==> src/ssc_pkg.sv <==
// shared constants and checksum helper for the switch-command spi controller
package ssc_pkg;
  // link timing
  localparam int CLK_PERIOD_NS = 8;
  localparam int SCLK_MAX_MHZ = 50;
  localparam int SCLK_MIN_HALF_NS = 1000 / (2 * SCLK_MAX_MHZ);
  // a minimum half period rounds up to whole clock cycles
  localparam int HALF_CYC = (SCLK_MIN_HALF_NS + CLK_PERIOD_NS - 1) / CLK_PERIOD_NS;
  localparam logic [3:0] HALF_LAST = 4'(HALF_CYC - 1);
  localparam logic [3:0] DESEL_LAST = 4'(2 * HALF_CYC - 1);
  // frame shape
  localparam logic [4:0] FRAME_BITS = 5'h10;
  localparam logic [4:0] FRAME_BITS_CRC = 5'h18;
  localparam logic DIR_WRITE = 1'b0;
  localparam logic DIR_READ = 1'b1;
  localparam logic [7:0] ALIGN_PATTERN = 8'h25;
  // checksum x^8 + x^2 + x + 1, seed zero
  localparam logic [7:0] CRC_POLY = 8'h07;
  localparam logic [7:0] CRC_SEED = 8'h00;
  // device register map and special frames
  localparam logic [6:0] REG_SOFTWARE_RESET_TRIGGER = 7'h0B;
  localparam logic [7:0] SOFT_RESET_KEY1 = 8'hA3;
  localparam logic [7:0] SOFT_RESET_KEY2 = 8'h05;
  localparam logic [15:0] FLAG_CLEAR_FRAME = 16'h6CA9;

  function automatic logic [7:0] ssc_crc8(input logic [15:0] d);
    logic [7:0] c;
    c = CRC_SEED;
    for (int i = 15; i >= 0; i--) begin
      c = {c[6:0], 1'b0} ^ (((c[7] ^ d[i]) == 1'b1) ? CRC_POLY : 8'h00);
    end
    return c;
  endfunction : ssc_crc8
endpackage : ssc_pkg

==> src/ssc_spi_host.sv <==
// spi controller that drives the octal switch's command interface
// How it works
// RULE_01: mode 0 only, sclk at most 50 MHz
// RULE_02: one frame per select low, 16 clocks
// RULE_03: first bit sent is direction, 1 reads
// RULE_04: seven address bits, then eight data bits
// RULE_05: device latches address, returns read data
// RULE_06: device commits write on sixteenth edge
// RULE_07: device sends 0x25 alignment byte first
// RULE_08: data changes on fall, select held low
// RULE_09: crc mode adds eight clocks, 24 bits
// RULE_10: checksum poly x^8+x^2+x+1, seed zero
// RULE_11: device checks checksum before 24th edge
// RULE_12: controller sends checksum, device returns one
// RULE_13: device crc check resets disabled, per-check flags
// RULE_14: device flags wrong clock count per frame
// RULE_15: short frames never write, long still write
// RULE_16: count and address checks reset enabled
// RULE_17: device flags bad address on ninth edge
// RULE_18: frame 0x6CA9 clears device error flags
// RULE_19: burst keeps select low across commands
// RULE_20: burst clock total must be frame multiple
// RULE_21: writes 0xA3 then 0x05 to 0x0B reset
// RULE_22: all fields shifted msb first
`timescale 1ns/10ps
module ssc_spi_host
  import ssc_pkg::*;
(
  input wire logic clock,
  input wire logic rst_n,
  input wire logic ce,
  input wire logic cmdValid,
  input wire logic cmdRead,
  input wire logic [6:0] cmdAddr,
  input wire logic [7:0] cmdData,
  input wire logic cmdCrc,
  input wire logic cmdHold,
  output logic cmdReady,
  output logic rspValid,
  output logic [7:0] rspAlign,
  output logic [7:0] rspData,
  output logic [7:0] rspCrc,
  output logic rspCrcOk,
  output logic csN,
  output logic sclk,
  output logic sdi,
  input wire logic sdo
);

  typedef enum logic [2:0] {ST_IDLE, ST_LOW, ST_HIGH, ST_HOLD, ST_DESEL} ssc_state_e;

  typedef struct packed {
    ssc_state_e st;
    logic [3:0] cnt;
    logic [4:0] bitCnt;
    logic crcOn;
    logic hold;
    logic [23:0] shTx;
    logic [23:0] shRx;
    logic sdoMeta;
    logic sdoSync;
    logic csN;
    logic sclk;
    logic sdi;
    logic cmdReady;
    logic rspValid;
    logic [7:0] rspAlign;
    logic [7:0] rspData;
    logic [7:0] rspCrc;
    logic rspCrcOk;
  } ssc_regs_s;

  ssc_regs_s s_q;
  ssc_regs_s s_d;
  logic accept;
  logic [15:0] payload;
  logic [23:0] rxNext;
  logic [4:0] lenNow;

  assign accept = cmdValid && s_q.cmdReady;
  // read frames carry zero data; the device ignores it
  // flag clear and soft reset are plain writes that the user issues
  assign payload = {cmdRead, cmdAddr, (cmdRead == DIR_READ) ? 8'h00 : cmdData}; // RULE_04 RULE_18 RULE_21
  assign rxNext = {s_q.shRx[22:0], s_q.sdoSync};
  assign lenNow = s_q.crcOn ? FRAME_BITS_CRC : FRAME_BITS; // RULE_02 RULE_09

  always_comb begin
    s_d = s_q;
    s_d.rspValid = 1'b0;
    // sdo is asynchronous to this clock: two stages before use
    s_d.sdoMeta = sdo;
    s_d.sdoSync = s_q.sdoMeta;
    if (accept) begin
      // load msb first, checksum trailing the payload
      s_d.shTx = {payload, cmdCrc ? ssc_crc8(payload) : 8'h00}; // RULE_10 RULE_12 RULE_22
      s_d.sdi = payload[15]; // RULE_03
      s_d.crcOn = cmdCrc;
      s_d.hold = cmdHold;
      s_d.csN = 1'b0;
      s_d.cnt = '0;
      s_d.bitCnt = '0;
      s_d.shRx = '0;
      s_d.st = ST_LOW;
    end else begin
      unique case (s_q.st)
        ST_IDLE: begin
          s_d.csN = 1'b1;
        end
        ST_HOLD: begin
          // select stays low so the next command joins the burst
          s_d.csN = 1'b0; // RULE_19
        end
        ST_LOW: begin
          s_d.cnt = s_q.cnt + 4'h1;
          if (s_q.cnt == HALF_LAST) begin
            s_d.cnt = '0;
            s_d.sclk = 1'b1; // RULE_08
            s_d.st = ST_HIGH;
          end
        end
        ST_HIGH: begin
          s_d.cnt = s_q.cnt + 4'h1;
          if (s_q.cnt == HALF_LAST) begin
            s_d.cnt = '0;
            s_d.sclk = 1'b0;
            // synced sdo still shows the bit of the high phase just ending
            s_d.shRx = rxNext;
            s_d.bitCnt = s_q.bitCnt + 5'h01;
            s_d.shTx = {s_q.shTx[22:0], 1'b0};
            s_d.sdi = s_q.shTx[22]; // RULE_08 RULE_22
            if (s_d.bitCnt == lenNow) begin
              s_d.rspValid = 1'b1;
              if (s_q.crcOn) begin
                s_d.rspAlign = rxNext[23:16];
                s_d.rspData = rxNext[15:8];
                s_d.rspCrc = rxNext[7:0];
                s_d.rspCrcOk = (ssc_crc8(rxNext[23:8]) == rxNext[7:0]); // RULE_12
              end else begin
                s_d.rspAlign = rxNext[15:8];
                s_d.rspData = rxNext[7:0];
                s_d.rspCrc = 8'h00;
                s_d.rspCrcOk = 1'b1;
              end
              s_d.sdi = 1'b0;
              s_d.st = s_q.hold ? ST_HOLD : ST_DESEL; // RULE_02 RULE_19
            end else begin
              s_d.st = ST_LOW;
            end
          end
        end
        ST_DESEL: begin
          // hold select after the last fall, then keep it high a while
          s_d.cnt = s_q.cnt + 4'h1;
          if (s_q.cnt == HALF_LAST) begin
            s_d.csN = 1'b1; // RULE_02
          end
          if (s_q.cnt == DESEL_LAST) begin
            s_d.cnt = '0;
            s_d.st = ST_IDLE;
          end
        end
      endcase
    end
    s_d.cmdReady = (s_d.st == ST_IDLE) || (s_d.st == ST_HOLD);
  end

  always_ff @(posedge clock) begin
    if (!rst_n) begin
      s_q <= '0;
      s_q.st <= ST_IDLE;
      s_q.csN <= 1'b1;
    end else if (ce) begin
      s_q <= s_d;
    end
  end

  assign cmdReady = s_q.cmdReady;
  assign rspValid = s_q.rspValid;
  assign rspAlign = s_q.rspAlign;
  assign rspData = s_q.rspData;
  assign rspCrc = s_q.rspCrc;
  assign rspCrcOk = s_q.rspCrcOk;
  assign csN = s_q.csN;
  assign sclk = s_q.sclk;
  assign sdi = s_q.sdi;

  idle_clock_low_a: assert property (@(posedge clock) disable iff (!rst_n) // RULE_01
    s_q.csN |-> !s_q.sclk) else $error("sclk high while select is high");

  select_low_edge_a: assert property (@(posedge clock) disable iff (!rst_n) // RULE_08
    $rose(s_q.sclk) |-> !s_q.csN && $past(!s_q.csN)) else $error("sclk rose without select");

  data_stable_high_a: assert property (@(posedge clock) disable iff (!rst_n) // RULE_08
    s_q.sclk && $past(s_q.sclk) |-> $stable(s_q.sdi)) else $error("sdi moved while sclk high");

  frame_length_a: assert property (@(posedge clock) disable iff (!rst_n) // RULE_09
    $rose(s_q.rspValid) |-> s_q.bitCnt == (s_q.crcOn ? FRAME_BITS_CRC : FRAME_BITS))
    else $error("frame ended at wrong bit count");

  direction_first_a: assert property (@(posedge clock) disable iff (!rst_n) // RULE_03
    accept && ce |=> !s_q.csN && s_q.sdi == $past(cmdRead) && !s_q.sclk)
    else $error("first bit is not the direction bit");

  crc_appended_a: assert property (@(posedge clock) disable iff (!rst_n) // RULE_10
    accept && ce && cmdCrc |=> s_q.shTx[7:0] == ssc_crc8(s_q.shTx[23:8]))
    else $error("checksum byte does not match payload");

  response_pulse_a: assert property (@(posedge clock) disable iff (!rst_n) // RULE_12
    s_q.rspValid && ce |=> !s_q.rspValid) else $error("response valid longer than a cycle");

  select_release_a: assert property (@(posedge clock) disable iff (!rst_n) // RULE_02
    $rose(s_q.csN) |-> $past(s_q.st) == ST_DESEL && !s_q.sclk)
    else $error("select released outside frame end");

  burst_select_a: assert property (@(posedge clock) disable iff (!rst_n) // RULE_19
    s_q.st == ST_HOLD |-> !s_q.csN) else $error("select rose inside a burst");

  idle_data_low_a: assert property (@(posedge clock) disable iff (!rst_n) // RULE_08
    s_q.csN |-> !s_q.sdi) else $error("sdi not low while deselected");

  select_fall_low_a: assert property (@(posedge clock) disable iff (!rst_n) // RULE_08
    $fell(s_q.csN) |-> !s_q.sclk) else $error("select fell with sclk high");

endmodule : ssc_spi_host

==> config.mk <==
export PLATFORM = sky130hd
export DESIGN_NAME = ssc_spi_host
export DESIGN_NICKNAME = d
export VERILOG_FILES = /design/src/ssc_pkg.sv /design/src/ssc_spi_host.sv
export SDC_FILE = /design/constraint.sdc
export NUM_CORES = 1
export LEC_CHECK = 0
export BUFFER_PORTS_ARGS = -buffer_cell sky130_fd_sc_hd__buf_2
export CORE_MARGIN = 10
export CORE_UTILIZATION = 35
export DETAILED_ROUTE_END_ITERATION = 10
export PLACE_DENSITY = 0.63
export SETUP_SLACK_MARGIN = 0.4
export SKIP_LAST_GASP = 1
export SYNTH_ARGS = -nofsm -noshare
export SYNTH_HDL_FRONTEND = slang
export SYNTH_SLANG_ARGS = --single-unit
export TNS_END_PERCENT = 5
==> constraint.sdc <==
create_clock -name clock -period 2.9 [get_ports clock]
set_input_delay 0.29 -clock clock [delete_from_list [all_inputs] [get_ports clock]]
set_output_delay 0.29 -clock clock [all_outputs]
set_load 0.01 [all_outputs]
==> impl_metrics.yaml <==
sta:
  tightest_slew_ns: 0.922
  slew_headroom: 0.381
  hold_viol: 0
  finalCritPeriodShare: 0.809
  setup_viol: 0
  worst_slack_ns: 0.554
  fin_crit_ns: 2.35
  max_freq_mhz: 426
  rsz0062_at_grt: "yes"
  slew_violations: 0
  skew_ns: 0.00883
  fin_setup_tns_ns: 0
route:
  drtPass1Iterations: 5
  viasPerCell: 5.05
  routed_wirelength_mm: 11.3
  drt_iter0_markers: 272
  via_count: 3921
  drt-wirelength-per-cell_um: 14.6
  postRouteAntennaNets: 0
  route.detailed.drc: 0
clock_network:
  cts_tree: "yes"
  cts_buffers: 9
  cts_root_buf: "clkbuf_16"
  clkTransAtPathRegs_ns: 0.06
  cts_setup_buffers: 0
  insertion_delay_ns: 0.34
  cts.sinks: 92
  clockBufferDepth: 2
  h-tree-depth: 3
worst_setup_path:
  setup.worst_path.end_class: "register"
  critPathLaunchType: "register"
  cp_slowest_cell: "or3b_1"
  crit_chain: "ha_1, or3b_1, nor4_4, buf_4, nand3_2, nor2_4, buf_12, nor2_1, a211oi_1"
  arrival_ns: 2.60
  crit_required_ns: 3.15
  critPathMaxFanout: 42
  critical_path_class: "register to register"
  cpPeakStageDelay_ns: 0.46
yosys:
  synth_area_leaders: "dfxtp_1, xnor2_1, nor2_1"
  synthTopCellsByCount: "dfxtp_1, nor2_1, xnor2_1"
  ys_warn_count: 0
  synth_nets: 612
  synth_top_cell_area_share: 0.368
  syn-cell-area_mm2: 0.00500
  avgSynthCellArea_um2: 8.55
  synth_edf_count: 0
  ys_types: 49
  ys_ff_latch: 92
  synth_flop_cell: "dfxtp_1"
  netlist_instances: 585
  ys_async_sr_fraction: 0
  seq_area_frac_synth: 0.368
  synth_top_area_cell: "dfxtp_1"
placement:
  place.gp.congestion: 0.859
  dp_hpwl_mm: 8.18
  place_ws_ns: 0.593
  portBuffers: 52
layout:
  n_antenna_cell: 0
  nets: 618
  drive_above_1_share: 0.148
  nFillCells: 1408
  syn2layout_area_growth_pct: 10.5
die:
  die_w_um: 140
  die_y_um: 140
  die_area_mm2: 0.0195
  core_mm2: 0.0139
  ios: 53
  rows: 43
  initial_core_util: 0.359
power:
  switching_power_mw: 0.686
  p_leak_nw: 2.00
  power.density_mw_per_mm2: 510
  p_int_mw: 2.13
  sw_frac_of_total: 0.244
  peakVddDrop_v: 0.000276
  p_seq_frac: 0.465
  comb_power_share: 0.107
  clockPowerShare: 0.429
global_route:
  grt_first_pass_wirelength_mm: 19.1
  grt_pass1_vias: 3860
  grt_usage: 0.116
  antenna_found_initial: 0
  overflow: 0
  grt_max_degree: 45
run:
  max_cap_viol_count: 0
run_status:
  status: "finished, final reports clean"
min_path:
  hold_class: "input port to register"
metal layers:
| layer | part of all wire | GRT usage |
|---|---|---|
| met1 | 0.47 | 0.141 |
| met2 | 0.49 | 0.190 |
| met3 | 0.041 | 0.0320 |
| met4 | 0.0088 | 0.0424 |
| met5 | 0 | 0 |
final timing paths:
kind,start,endpoint,slack [ns],depth (start not counted)
max,s_q[87]$_SDFFE_PN0P_,rspAlign[3]$_SDFFE_PN0P_,0.55,9
min,cmdHold,s_q[80]$_SDFFE_PN0P_,0.20,3
max reg2reg,s_q[87]$_SDFFE_PN0P_,rspAlign[3]$_SDFFE_PN0P_,0.55,9
min reg2reg,rspCrc[0]$_SDFFE_PN0P_,rspCrc[0]$_SDFFE_PN0P_,0.45,2
power groups by stage:
stage / Combinational [mW] / Sequential [mW] / Clock [mW]
6_report: 0.300 / 1.31 / 1.21
5_1_grt: 0.336 / 1.31 / 1.29
4_1_cts: 0.301 / 1.31 / 1.25
3_5_place_dp: 0.299 / 1.34 / 0
3_3_place_gp: 0.295 / 1.34 / 0
2_1_floorplan: 0.230 / 1.33 / 0
logic make-up after synthesis:
| logic type | synth area share |
|---|---|
| AO/OA/AOI/OAI | 0.149 |
| XOR/XNOR | 0.141 |
| adder cells (fa/ha/maj) | 0.0100 |
| buffers and inverters | 0.0783 |
| flip-flops | 0.368 |
| multiplexers | 0.0725 |
| AND/OR/NAND/NOR | 0.181 |
layout by cell type (no fill, tap or decap), types with 3 or more instances in the layout:
cell type,synthesis,layout
a211oi_1,31,31
nor3b_1,5,5
ha_1,4,4
a22oi_1,10,10
xnor2_1,52,52
nand2_1,47,47
a32oi_1,5,5
buf_2,13,52
xnor3_1,3,3
inv_1,3,3
or3b_1,3,3
nand3_1,16,16
and3_1,3,3
nor2_1,92,92
o21ai_0,14,13
dfxtp_1,92,92
o31ai_1,3,3
xor2_1,16,16
nand2b_1,5,5
a21oi_1,28,28
a311oi_1,10,10
mux2i_1,34,34
or3_1,3,3
clkbuf_16,0,9
nor3_1,13,13
buf_4,27,7
worst max-delay path: cells and delay by family (launching register included):
kind	cells	cell delay, ns
and+or+nand+nor	5	1.03
buffers and inverters	2	0.39
AOI/OAI and AO/OA	1	0.22
DFF	1	0.39
adders and majority gates	1	0.20
metrics by stage:
stage                     hold slack [ns]  utilization  instance area (um^2)  power, mW  cells
after floorplan                     0.352            -                  5000       1.56    585
after global placement              0.440        0.374                  5210       1.63    760
after global routing                0.196        0.397                  5530       2.94    776
final                               0.205        0.397                  5530       2.82    776
after detailed placement            0.443        0.374                  5210       1.64    760
after CTS                           0.194        0.396                  5520       2.85    776
layout make-up:
type | count | area (um^2) | share of cell area
Multi-Input combinational cell | 422 | 2770 | 0.501
Sequential cell | 92 | 1840 | 0.333
Timing Repair Buffer | 62 | 364 | 0.0659
Clock buffer | 11 | 253 | 0.0457
Tap cell | 180 | 225 | 0.0407
Clock inverter | 5 | 60.1 | 0.0109
Inverter | 4 | 15.0 | 0.00272
registers in the layout, summed over array words and instances (netlist names):
register / cells
csN: 1
sclk: 1
cmdReady: 1
rspAlign: 8
rspData: 8
s_d: 1
rspCrc: 8
rspCrcOk: 1
rxNext: 24
rspValid: 1
sdi: 1
s_q: 37
timing repair:
action	4_1_cts	5_1_grt
gates resized for setup	0	1
hold endpoints to repair	0	0
endpoints found under the setup margin	0	11
hold buffers	0	0
(Power assumes the default switching activity.)
